## src/verilog/tws_pkg.sv

```systemverilog
// Package with register map, field positions and timing for the two-wire master block
package tws_pkg;
  // Register byte offsets (AHB-Lite, one word each)
  localparam logic [7:0] TWS_OFF_CONTROL = 8'h00;
  localparam logic [7:0] TWS_OFF_STATUS = 8'h04;
  localparam logic [7:0] TWS_OFF_TX_HOLD = 8'h08;
  localparam logic [7:0] TWS_OFF_RX_HOLD = 8'h0C;
  localparam logic [7:0] TWS_OFF_IRQ_STAT = 8'h10;
  localparam logic [7:0] TWS_OFF_IRQ_MASK = 8'h14;
  localparam logic [7:0] TWS_OFF_ENABLE = 8'h18;
  // Control register field positions
  localparam int TWS_CTL_START = 0;
  localparam int TWS_CTL_RESTART = 1;
  localparam int TWS_CTL_STOP = 2;
  localparam int TWS_CTL_RECV = 3;
  localparam int TWS_CTL_ACK = 4;
  localparam int TWS_CTL_ACKVAL = 5;
  // Status register field positions
  localparam int TWS_ST_TXFULL = 0;
  localparam int TWS_ST_RXFULL = 1;
  localparam int TWS_ST_DIR = 2;
  localparam int TWS_ST_START = 3;
  // Interrupt event bit positions
  localparam int TWS_IRQ_SEQ_DONE = 0;
  localparam int TWS_IRQ_RX_DONE = 1;
  localparam int TWS_IRQ_TX_DONE = 2;
  localparam int TWS_IRQ_STOP_SEEN = 3;
  localparam int TWS_IRQ_W = 4;
  // Timing: one quarter of a bus bit period
  localparam int TWS_CLK_MHZ = 100;
  localparam int TWS_QUARTER_NS = 1250;
  localparam int TWS_QUARTER_CYC = (TWS_QUARTER_NS * TWS_CLK_MHZ + 999) / 1000;
  localparam logic [7:0] TWS_QUARTER_MAX = 8'(TWS_QUARTER_CYC - 1);
  // Generic widths, bus codes and counter limits
  localparam int TWS_REQ_W = 5;
  localparam logic [1:0] TWS_HTRANS_NONSEQ = 2'h2;
  localparam logic [2:0] TWS_HSIZE_WORD = 3'h2;
  localparam logic [3:0] TWS_BITS_MAX = 4'h8;
  localparam logic [2:0] TWS_PH_LAST = 3'h3;
  // Master sequencer states
  typedef enum logic [2:0] {
    TWS_IDLE = 3'b000,
    TWS_START = 3'b001,
    TWS_RESTART = 3'b010,
    TWS_STOP = 3'b011,
    TWS_XMIT = 3'b100,
    TWS_RECV = 3'b101,
    TWS_ACK = 3'b110
  } tws_state_e;
endpackage

```

## src/verilog/tws_bus_watch.sv

```systemverilog
// Bus condition watcher: synchronises the lines and flags start, stop and rising clock edges
`timescale 1ns/1ps
`default_nettype none
module tws_bus_watch (
  input wire logic clk_in, // System clock
  input wire logic rstn_in, // Async reset, active low
  input wire logic scl_pin_in, // Raw clock line
  input wire logic sda_pin_in, // Raw data line
  output logic scl_out, // Synchronised clock level
  output logic sda_out, // Synchronised data level
  output logic scl_rise_out, // Clock rising edge pulse
  output logic start_seen_out, // Start or repeated start pulse
  output logic stop_seen_out // Stop pulse
);
  import tws_pkg::*;
  // Two-stage synchronisers plus one history stage
  typedef struct packed {
    logic [1:0] scl_meta;
    logic [1:0] sda_meta;
    logic scl_old;
    logic sda_old;
  } tws_watch_s;
  tws_watch_s st_q, st_d;
  // Next-state: shift the synchronisers
  always_comb begin
    st_d = st_q;
    st_d.scl_meta = {st_q.scl_meta[0], scl_pin_in};
    st_d.sda_meta = {st_q.sda_meta[0], sda_pin_in};
    st_d.scl_old = st_q.scl_meta[1];
    st_d.sda_old = st_q.sda_meta[1];
  end
  // Registers idle high, as the bus does
  always_ff @(posedge clk_in or negedge rstn_in) begin
    if (!rstn_in) begin
      st_q <= '1;
    end else begin
      st_q <= st_d;
    end
  end
  // Only the second stage and the history stage are looked at
  assign scl_out = st_q.scl_meta[1];
  assign sda_out = st_q.sda_meta[1];
  assign scl_rise_out = st_q.scl_meta[1] & ~st_q.scl_old;
  // Data falls while clock high
  assign start_seen_out = st_q.scl_meta[1] & st_q.scl_old & st_q.sda_old & ~st_q.sda_meta[1];
  // Data rises while clock high
  assign stop_seen_out = st_q.scl_meta[1] & st_q.scl_old & ~st_q.sda_old & st_q.sda_meta[1];
endmodule
`default_nettype wire

```

## src/verilog/tws_master.sv

```systemverilog
// Two-wire master sequencer with control/status registers on AHB-Lite
// Notes on behaviour
// - Ack value picks ACK or NACK driven
// - Ack request drives ack slot, self-clears
// - Receive request takes one byte, self-clears
// - Stop request makes stop, self-clears after
// - Restart request makes repeated start, self-clears
// - Start request makes start, self-clears after
// - Start-seen set on start, cleared on stop
// - Direction bit updated after slave address byte
// - Rx full set on load, cleared on read
// - Tx full set on write, cleared when sent
`timescale 1ns/1ps
`default_nettype none
module tws_master (
  input wire logic clk_in, // System clock, 100 MHz
  input wire logic rstn_in, // Async reset, active low
  input wire logic hsel_in, // AHB slave select
  input wire logic [31:0] haddr_in, // AHB address
  input wire logic [1:0] htrans_in, // AHB transfer type
  input wire logic hwrite_in, // AHB write flag
  input wire logic [2:0] hsize_in, // AHB size
  input wire logic [31:0] hwdata_in, // AHB write data
  input wire logic hready_in, // AHB bus ready
  output logic [31:0] hrdata_out, // AHB read data
  output logic hreadyout_out, // AHB slave ready
  output logic hresp_out, // AHB response, always OKAY
  input wire logic scl_in, // Clock line level
  output logic scl_out, // Clock line drive value (low)
  output logic scl_oe_out, // Clock line pull-low enable
  input wire logic sda_in, // Data line level
  output logic sda_out, // Data line drive value (low)
  output logic sda_oe_out, // Data line pull-low enable
  output logic irq_out // Level interrupt
);
  import tws_pkg::*;

  // Whole block state
  typedef struct packed {
    // Bus slave bookkeeping
    logic a_wr; // Pending write in data phase
    logic a_rd; // Pending read in data phase
    logic [7:0] a_off; // Latched offset
    // Software-visible control and status
    logic [TWS_REQ_W-1:0] req; // Start, restart, stop, recv, ack requests
    logic ack_value; // Ack value bit
    logic enable; // Slave watching on
    logic start_flag; // Last condition was a start
    logic dir_flag; // Slave transfer direction
    logic rx_full; // Receive holding full
    logic tx_full; // Transmit holding full
    logic [7:0] tx_hold; // Transmit holding reg
    logic [7:0] rx_hold; // Receive holding reg
    logic [TWS_IRQ_W-1:0] irq_stat; // Sticky events
    logic [TWS_IRQ_W-1:0] irq_mask; // Event enables
    // Line sequencer
    tws_state_e state; // Master sequencer
    logic [1:0] phase; // Quarter within a bit
    logic [7:0] tick; // Quarter-period counter
    logic [3:0] bitn; // Bit counter
    logic [7:0] shreg; // Shift register
    logic scl_low; // Pull clock low
    logic sda_low; // Pull data low
    // Address watch for the direction bit
    logic [3:0] sl_bits; // Slave address bit counter
    logic [7:0] sl_shift; // Slave address shifter
  } tws_s;
  tws_s r_q, r_d;

  // Watcher outputs, two flip-flops behind the pins
  logic bus_scl, bus_sda, bus_rise, bus_start, bus_stop;

  // Line watcher with synchronisers
  // Conditions are judged on synchronised levels only
  tws_bus_watch u_watch (
    .clk_in(clk_in),
    .rstn_in(rstn_in),
    .scl_pin_in(scl_in),
    .sda_pin_in(sda_in),
    .scl_out(bus_scl),
    .sda_out(bus_sda),
    .scl_rise_out(bus_rise),
    .start_seen_out(bus_start),
    .stop_seen_out(bus_stop)
  );

  // Decode the request bits to one state, lowest bit first
  // One write may set several bits; the rest wait their turn
  // A held byte with no request pending becomes a transmit
  function automatic tws_state_e pick_seq(input logic [TWS_REQ_W-1:0] rq, input logic txf);
    tws_state_e s;
    // Fixed priority keeps the order predictable
    s = TWS_IDLE;
    if (rq[TWS_CTL_START]) s = TWS_START;
    else if (rq[TWS_CTL_RESTART]) s = TWS_RESTART;
    else if (rq[TWS_CTL_STOP]) s = TWS_STOP;
    else if (rq[TWS_CTL_RECV]) s = TWS_RECV;
    else if (rq[TWS_CTL_ACK]) s = TWS_ACK;
    else if (txf) s = TWS_XMIT;
    return s;
  endfunction

  // Read mux for the register offsets
  // Uses the offset latched in the address phase
  function automatic logic [31:0] read_reg(input tws_s r);
    logic [31:0] v;
    v = 32'h0000_0000;
    unique case (r.a_off)
      // Request bits read one until hardware clears them
      TWS_OFF_CONTROL: begin
        v[TWS_REQ_W-1:0] = r.req;
        v[TWS_CTL_ACKVAL] = r.ack_value;
      end
      // Status bits are read only
      TWS_OFF_STATUS: begin
        v[TWS_ST_TXFULL] = r.tx_full;
        v[TWS_ST_RXFULL] = r.rx_full;
        v[TWS_ST_DIR] = r.dir_flag;
        v[TWS_ST_START] = r.start_flag;
      end
      TWS_OFF_TX_HOLD: v[7:0] = r.tx_hold;
      TWS_OFF_RX_HOLD: v[7:0] = r.rx_hold;
      TWS_OFF_IRQ_STAT: v[TWS_IRQ_W-1:0] = r.irq_stat;
      TWS_OFF_IRQ_MASK: v[TWS_IRQ_W-1:0] = r.irq_mask;
      TWS_OFF_ENABLE: v[0] = r.enable;
      // Unmapped offsets read zero
      default: v = 32'h0000_0000;
    endcase
    return v;
  endfunction

  // Next-state logic for the bus slave, registers and sequencer
  // Hardware sets are applied after software clears, so they win
  always_comb begin
    logic take;
    logic qtick;
    logic seq_end;
    logic [TWS_IRQ_W-1:0] ev;
    take = 1'b0;
    qtick = 1'b0;
    seq_end = 1'b0;
    ev = '0;
    // Every field holds unless a branch below moves it
    r_d = r_q;

    // Address phase capture, only whole-word transfers are meaningful
    // hsize is not decoded: every access counts as a whole word
    take = hsel_in && hready_in && (htrans_in == TWS_HTRANS_NONSEQ);
    r_d.a_wr = take && hwrite_in;
    r_d.a_rd = take && !hwrite_in;
    if (take) begin
      r_d.a_off = haddr_in[7:0];
    end

    // Quarter-bit timer runs only during a sequence
    // Held at zero in idle so each sequence starts on a fresh quarter
    if (r_q.state == TWS_IDLE || r_q.tick == TWS_QUARTER_MAX) begin
      r_d.tick = 8'h00;
      qtick = (r_q.state != TWS_IDLE);
    end else begin
      r_d.tick = r_q.tick + 8'h01;
    end

    // Clock stretching: hold the quarter while a released clock is still low
    // A slow partner may hold the clock low; the quarter waits for it
    if (qtick && !r_q.scl_low && !bus_scl) begin
      qtick = 1'b0;
      r_d.tick = r_q.tick;
    end

    // Sequencer
    // Only one state runs at a time, so requests never overlap
    unique case (r_q.state)
      // Idle: pick the next job and preload the shifter
      TWS_IDLE: begin
        r_d.state = pick_seq(r_q.req, r_q.tx_full);
        r_d.phase = 2'h0;
        r_d.bitn = 4'h0;
        r_d.shreg = r_q.tx_hold;
      end
      // Start: data falls with clock high, then clock falls
      TWS_START: begin
        if (qtick) begin
          r_d.phase = r_q.phase + 2'h1;
          if (r_q.phase == 2'h0) r_d.sda_low = 1'b1;
          if (r_q.phase == 2'h1) r_d.scl_low = 1'b1;
          if (r_q.phase == TWS_PH_LAST) seq_end = 1'b1;
        end
      end
      // Repeated start: free both lines, then a start
      TWS_RESTART: begin
        if (qtick) begin
          r_d.phase = r_q.phase + 2'h1;
          if (r_q.phase == 2'h0) r_d.sda_low = 1'b0;
          if (r_q.phase == 2'h1) r_d.scl_low = 1'b0;
          if (r_q.phase == 2'h2) r_d.sda_low = 1'b1;
          if (r_q.phase == TWS_PH_LAST) begin
            r_d.scl_low = 1'b1;
            seq_end = 1'b1;
          end
        end
      end
      // Stop: data low, clock up, then data rises
      TWS_STOP: begin
        if (qtick) begin
          r_d.phase = r_q.phase + 2'h1;
          if (r_q.phase == 2'h0) r_d.sda_low = 1'b1;
          if (r_q.phase == 2'h1) r_d.scl_low = 1'b0;
          if (r_q.phase == 2'h2) r_d.sda_low = 1'b0;
          if (r_q.phase == TWS_PH_LAST) seq_end = 1'b1;
        end
      end
      TWS_XMIT, TWS_RECV, TWS_ACK: begin
        // One bit is four quarters: set data, raise clock, sample, drop clock
        if (qtick) begin
          r_d.phase = r_q.phase + 2'h1;
          if (r_q.phase == 2'h0) begin
            if (r_q.state == TWS_XMIT && r_q.bitn < TWS_BITS_MAX) begin
              r_d.sda_low = !r_q.shreg[7];
            end else if (r_q.state == TWS_ACK) begin
              r_d.sda_low = !r_q.ack_value;
            end else begin
              r_d.sda_low = 1'b0;
            end
          end
          if (r_q.phase == 2'h1) r_d.scl_low = 1'b0;
          // Sample mid high time, clear of both clock edges
          if (r_q.phase == 2'h2) r_d.shreg = {r_q.shreg[6:0], bus_sda};
          if (r_q.phase == TWS_PH_LAST) begin
            r_d.scl_low = 1'b1;
            r_d.bitn = r_q.bitn + 4'h1;
            // Ack is one bit; receive ends after bit eight
            if (r_q.state == TWS_ACK) begin
              seq_end = 1'b1;
            end else if (r_q.state == TWS_RECV && r_q.bitn == TWS_BITS_MAX - 4'h1) begin
              seq_end = 1'b1;
              r_d.rx_hold = r_d.shreg;
              r_d.rx_full = 1'b1;
              ev[TWS_IRQ_RX_DONE] = 1'b1;
            end else if (r_q.state == TWS_XMIT && r_q.bitn == TWS_BITS_MAX) begin
              // Ninth bit was the partner's acknowledge
              seq_end = 1'b1;
              r_d.tx_full = 1'b0;
              ev[TWS_IRQ_TX_DONE] = 1'b1;
            end
          end
        end
      end
      // Unused code falls back to idle
      default: r_d.state = TWS_IDLE;
    endcase

    // End of sequence clears its own request bit
    // Only the request that ran is cleared; queued ones stay
    if (seq_end) begin
      r_d.state = TWS_IDLE;
      // Done event for every sequence, transmit included
      ev[TWS_IRQ_SEQ_DONE] = 1'b1;
      unique case (r_q.state)
        TWS_START: r_d.req[TWS_CTL_START] = 1'b0;
        TWS_RESTART: r_d.req[TWS_CTL_RESTART] = 1'b0;
        TWS_STOP: r_d.req[TWS_CTL_STOP] = 1'b0;
        TWS_RECV: r_d.req[TWS_CTL_RECV] = 1'b0;
        TWS_ACK: r_d.req[TWS_CTL_ACK] = 1'b0;
        default: r_d.req = r_d.req;
      endcase
    end

    // Bus condition tracking and slave address capture
    // The master's own conditions are seen here too
    if (bus_start) begin
      r_d.start_flag = 1'b1;
      r_d.sl_bits = 4'h0;
    end else if (bus_stop) begin
      r_d.start_flag = 1'b0;
      r_d.sl_bits = TWS_BITS_MAX;
      ev[TWS_IRQ_STOP_SEEN] = 1'b1;
    end else if (bus_rise && r_q.enable && r_q.sl_bits < TWS_BITS_MAX) begin
      r_d.sl_shift = {r_q.sl_shift[6:0], bus_sda};
      r_d.sl_bits = r_q.sl_bits + 4'h1;
      if (r_q.sl_bits == TWS_BITS_MAX - 4'h1) begin
        r_d.dir_flag = bus_sda;
      end
    end

    // Register writes; hardware sets below win over software clears
    // Busy refusal keeps a running sequence from being cut
    if (r_q.a_wr) begin
      unique case (r_q.a_off)
        TWS_OFF_CONTROL: begin
          // A new request is taken only while none is pending
          if (r_q.req == '0 && r_q.state == TWS_IDLE) begin
            r_d.req = hwdata_in[TWS_REQ_W-1:0];
          end
          r_d.ack_value = hwdata_in[TWS_CTL_ACKVAL];
        end
        // A full holding register refuses a new byte
        TWS_OFF_TX_HOLD: begin
          if (!r_q.tx_full) begin
            r_d.tx_hold = hwdata_in[7:0];
            r_d.tx_full = 1'b1;
          end
        end
        TWS_OFF_IRQ_STAT: r_d.irq_stat = r_q.irq_stat & ~hwdata_in[TWS_IRQ_W-1:0];
        TWS_OFF_IRQ_MASK: r_d.irq_mask = hwdata_in[TWS_IRQ_W-1:0];
        TWS_OFF_ENABLE: r_d.enable = hwdata_in[0];
        default: r_d.enable = r_d.enable;
      endcase
    end

    // Reading the receive holding register empties it, unless refilled now
    if (r_q.a_rd && r_q.a_off == TWS_OFF_RX_HOLD && !ev[TWS_IRQ_RX_DONE]) begin
      r_d.rx_full = 1'b0;
    end
    // Events land after write-one-to-clear, so a new one is kept
    r_d.irq_stat = r_d.irq_stat | ev;
  end

  // State register
  // Reset clears all: lines free, no request, no event
  always_ff @(posedge clk_in or negedge rstn_in) begin
    if (!rstn_in) begin
      r_q <= '0;
    end else begin
      r_q <= r_d;
    end
  end

  // Zero-wait slave; data is muxed from registers only
  assign hreadyout_out = 1'b1;
  assign hresp_out = 1'b0;
  // Read data only in a read data phase, zero otherwise
  assign hrdata_out = r_q.a_rd ? read_reg(r_q) : 32'h0000_0000;

  // Open-drain lines: drive value is always low
  assign scl_out = 1'b0;
  assign sda_out = 1'b0;
  assign scl_oe_out = r_q.scl_low;
  assign sda_oe_out = r_q.sda_low;

  // Interrupt while any unmasked event stands
  // Stays high until software clears or masks the event
  assign irq_out = |(r_q.irq_stat & r_q.irq_mask);
endmodule
`default_nettype wire

```

## config.mk

```make
export PLATFORM = sky130hd
export DESIGN_NAME = tws_master
export DESIGN_NICKNAME = d
export VERILOG_FILES = /design/src/verilog/tws_pkg.sv /design/src/verilog/tws_bus_watch.sv /design/src/verilog/tws_master.sv
export SDC_FILE = /design/constraint.sdc
export NUM_CORES = 1
export LEC_CHECK = 0
export ABC_AREA = 1
export ABC_CLOCK_PERIOD_IN_PS = 4270
export BUFFER_PORTS_ARGS = -buffer_cell sky130_fd_sc_hd__buf_4
export CAP_MARGIN = 20
export CELL_PAD_IN_SITES_DETAIL_PLACEMENT = 1
export CELL_PAD_IN_SITES_GLOBAL_PLACEMENT = 1
export CORE_AREA = 2 2 108 110
export CTS_CLUSTER_SIZE = 30
export DETAILED_ROUTE_END_ITERATION = 16
export DIE_AREA = 0 0 110 112
export PLACE_DENSITY = 0.89
export SKIP_LAST_GASP = 1
export SYNTH_ARGS = -nofsm -noshare
export SYNTH_HDL_FRONTEND = slang
export SYNTH_SLANG_ARGS = --single-unit
```

## constraint.sdc

```tcl
create_clock -name clk_in -period 4.27 [get_ports clk_in]
set_input_delay 0.2135 -clock clk_in [delete_from_list [all_inputs] [get_ports clk_in]]
set_output_delay 0.2135 -clock clk_in [all_outputs]
set_load 0.03 [all_outputs]
```

==> metrics.csv <==
stage,metric,value,unit
logic_synthesis,synth.top_cell.area_share,41.42,%
timing,final-setup-viol-count,0,
timing,max_freq,0.4021,GHz
floorplan,start_util,41.09,%
global_routing,number_of_global_route_vias_before_repair,4322,
worst_setup_path,reg_to_reg_slack_setup,2.05,ns
floorplan,design.die.area,0.01232,mm²
finish,net_total_in_the_final_layout,706,
floorplan,die_height,112,µm
floorplan,rows,39,
logic_synthesis,syn-cell-area,0.004592,mm²
worst_setup_path,critical_path.cell_chain,nor2_1 -> nand3_1 -> inv_1 -> nand2_1 -> inv_2 -> nand2_1 -> nand3_1 -> nor2_1 -> nor2_1 -> buf_4,
logic_synthesis,synth_compound_area_share,9.591,%
status,run_status,completed,
finish,number_of_standard_cells_in_the_layout_taps_in_and_fillers_out,769,
finish,finalCoreUtilization,46.64,%
detailed_routing,vias,3957,
logic_synthesis,asyncSetResetFlopFracSynth,100.0,%
clock_tree,h-tree-depth,3,
pwr,cellLeakagePower,2.766,nW
min_path,hp-class,input port to register,
timing,min_period,2.487,ns
timing,worst_clock_skew,0.005675,ns
detailed_routing,ant_nets,0,
logic_synthesis,synth_largest_area_cell,sky130_fd_sc_hd__dfrtp_1,
floorplan,dieWidth,110,µm
detailed_routing,drt_iter0_drc,280,
timing,unrepaired_setup_endpoints_after_global_routing,no,
logic_synthesis,seq_area_frac_synth,44.85,%
worst_setup_path,crit_path_end_kind,output port,
worst_setup_path,critical_path_peak_fanout,14,
flow_run,cap_violations,0,
placed_design,gp_congestion,0.8586,
floorplan,io_pins,115,
logic_synthesis,synth_edf_count,0,
pwr,p_per_area,345.3,mW/mm²
logic_synthesis,yosys.area_share.adder,2.452,%
clock_tree,root_buf_cell,sky130_fd_sc_hd__clkbuf_16,
detailed_routing,post_drt_wl_per_cell,15.68,µm
finish,area_growth,13.49,%
timing,worst_slew_pin_slew,0.7199,ns
logic_synthesis,synth_cell_types,35,
clock_tree,clk_pin_slew,0.06,ns
timing,final_max_slew_viol_count,0,
logic_synthesis,xor_xnor_fraction_of_synth_area,0.9537,%
placed_design,placement.setup.worst_slack,2.103,ns
detailed_routing,detail_route.drc_violations,0,
finish,antennaDiodeCount,0,
logic_synthesis,synth_top_family_by_area,simple AND/OR/NAND/NOR gates,
pwr,ir_worst_vdd,0.2116,mV
worst_setup_path,critical_path.max_stage_delay,0.38,ns
clock_tree,tritoncts,built,
worst_setup_path,worstPathRequired,4.06,ns
worst_setup_path,worst_setup_path_start_kind,register,
logic_synthesis,syn_area_per_cell,7.876,µm²
logic_synthesis,area_share_of_and_or_nand_nor_cells_after_synthesis,29.62,%
timing,post-route-worst-setup-slack,1.783,ns
worst_setup_path,setup.worst_path.class,register to output port,
placed_design,detailedPlacementHpwl,8812,µm
timing,worst_slew_margin_rel,51.83,%
placed_design,place_inst,749,
logic_synthesis,synth.area.mux_share,0.9809,%
timing,final-hold-violation-count,0,
timing,hold_worst_slack,0.02756,ns
clock_tree,cts_hold_buf,2,
worst_setup_path,critical-path-slowest-cell,sky130_fd_sc_hd__dfrtp_1,
timing,min_period_over_period,58.24,%
logic_synthesis,synth.top_cells.by_area,"sky130_fd_sc_hd__dfrtp_1 41%, sky130_fd_sc_hd__nand2_1 12%, sky130_fd_sc_hd__nand3_1 8.2%",
logic_synthesis,synth_cells,583,
clock_tree,post-cts-setup-buffers,0,
detailed_routing,drt-total-wl,12060,µm
logic_synthesis,ys_seq_elements,82,
global_routing,grt_max_degree,83,
clock_tree,clock_tree.buffer_depth,2,
clock_tree,clk-insertion-delay-late,0.34,ns
global_routing,first_pass_grt_wire_length,20530,µm
clock_tree,clock_sinks,82,
detailed_routing,dr.pass1.iters,4,
finish,post_route_cells_drive_above_1_share,14.86,%
worst_setup_path,arrival,2.27,ns
global_routing,grt_util_all_layers,21.42,%
detailed_routing,vias_per_cell,5.146,
timing,setup_total_negative_slack,0,ns
logic_synthesis,ys.flop_type,sky130_fd_sc_hd__dfrtp_1,
logic_synthesis,yosysWarnings,0,
global_routing,globalRouteOverflowTotal,0,
global_routing,initial_antenna_violation_count,0,
clock_tree,post_cts_resize_count,0,
floorplan,core_region_area,0.01117,mm²
clock_tree,cts_buffers,9,
worst_setup_path,critPathMostFrequentCell,sky130_fd_sc_hd__nor2_1,
placed_design,placement.io_buffers,35,
==> worst paths after layout <==
kind                                 startpoint         endpoint  depth (start not counted)
worst min-delay path                  hwrite_in          r_q[82]                          2
worst max-delay path                    r_q[81]    hrdata_out[2]                         10
worst max register to register          r_q[34]          r_q[14]                          8
min in group asynchronous               rstn_in          r_q[31]                          2
worst min register to register  u_watch.st_d[3]  u_watch.sda_out                          0
max in group asynchronous               rstn_in  u_watch.st_d[5]                          3
==> flip-flops by register name, summed over array words and instances, names as in the netlist <==
signal / cells
u_watch.st_d: 2
r_q: 74
u_watch.scl_out: 1
u_watch.sda_out: 1
sda_oe_out: 1
scl_oe_out: 1
u_watch.st_q: 2
==> layout by cell type, fill, tap and decap left out, drive strengths merged <==
| master | netlist | routed |
|---|---|---|
| nand2 | 154 | 154 |
| dfrtp | 76 | 76 |
| nand3 | 75 | 75 |
| o21ai | 65 | 65 |
| inv | 63 | 63 |
| nor2 | 57 | 57 |
| buf | 36 | 36 |
| conb | 2 | 28 |
| clkbuf | 2 | 10 |
| a21oi | 9 | 9 |
| ha | 9 | 9 |
| dfstp | 6 | 6 |
| nand4 | 6 | 6 |
| xor2 | 5 | 5 |
| nor3 | 5 | 5 |
| mux2 | 4 | 4 |
| clkinvlp | 0 | 3 |
| dlygate4sd3 | 0 | 3 |
| clkinv | 1 | 3 |
| or2 | 2 | 2 |
| o21a | 2 | 2 |
| nand3b | 2 | 2 |
| o221ai | 1 | 1 |
| o32ai | 1 | 1 |
| bufinv | 0 | 1 |
==> kinds of logic (layout without fill, tap and decap cells) <==
logic type | Yosys count | count (layout)
AO/OA/AOI/OAI | 78 | 78
XOR/XNOR | 5 | 5
adder cells (fa/ha/maj) | 9 | 9
buffers and inverters | 102 | 119
flip-flops | 82 | 82
multiplexers | 4 | 4
other | 2 | 28
AND/OR/NAND/NOR | 301 | 301
==> worst max-delay path, delay by kind of cell, from the launching register on <==
| family | cells | cell delay, ns |
|---|---|---|
| buf+inv | 3 | 0.70 |
| simple gates | 7 | 0.85 |
| flops | 1 | 0.38 |
==> cells in the mapped netlist (4+ instances only) <==
master                    count
sky130_fd_sc_hd__ha_1         9
sky130_fd_sc_hd__mux2_2       4
sky130_fd_sc_hd__o21ai_0     45
sky130_fd_sc_hd__a21oi_1      9
sky130_fd_sc_hd__inv_2        4
sky130_fd_sc_hd__dfrtp_1     76
sky130_fd_sc_hd__nor2_1      48
sky130_fd_sc_hd__o21ai_1     10
sky130_fd_sc_hd__nand3_1     75
sky130_fd_sc_hd__buf_2        4
sky130_fd_sc_hd__inv_1       59
sky130_fd_sc_hd__dfstp_2      6
sky130_fd_sc_hd__nand4_1      5
sky130_fd_sc_hd__nor3_1       4
sky130_fd_sc_hd__o21ai_2     10
sky130_fd_sc_hd__nor2_2       6
sky130_fd_sc_hd__xor2_1       5
sky130_fd_sc_hd__buf_4       28
sky130_fd_sc_hd__buf_6        4
sky130_fd_sc_hd__nand2_1    151
==> through the flow <==
stage / area [µm²] / total power, mW
after floorplan: 4690 / 0.9820
after detailed placement: 4848 / 1.025
after global placement: 4848 / 1.011
final: 5211 / 1.799
after global routing: 5211 / 1.888
after CTS: 5174 / 1.822
==> where the power goes <==
group	internal [mW]	switching, mW
Clock	0.468	0.314
Combinational	0.0513	0.120
Sequential	0.817	0.0294
==> layer usage <==
layer  up-vias  wire length, µm  global-route usage, %  part of all wire [%]
met5         -                0                      0                     0
met4         0              166                  7.679                   1.4
met3        15              505                  4.391                   4.2
met2        80             6372                  37.10                    53
met1      1972             5011                  25.96                    42
li1       1890                -                      -                     -
==> layout make-up <==
type / instances / area, µm²
inverters: 64 / 240.2
multi-input cells: 425 / 2107
well taps: 143 / 178.9
clock inverters: 6 / 66.31
repair buffers: 39 / 320.3
flip-flops and latches: 82 / 2059
clock buffers: 10 / 239.0
fillers: 1383 / 5963
(Power assumes the default switching activity.)
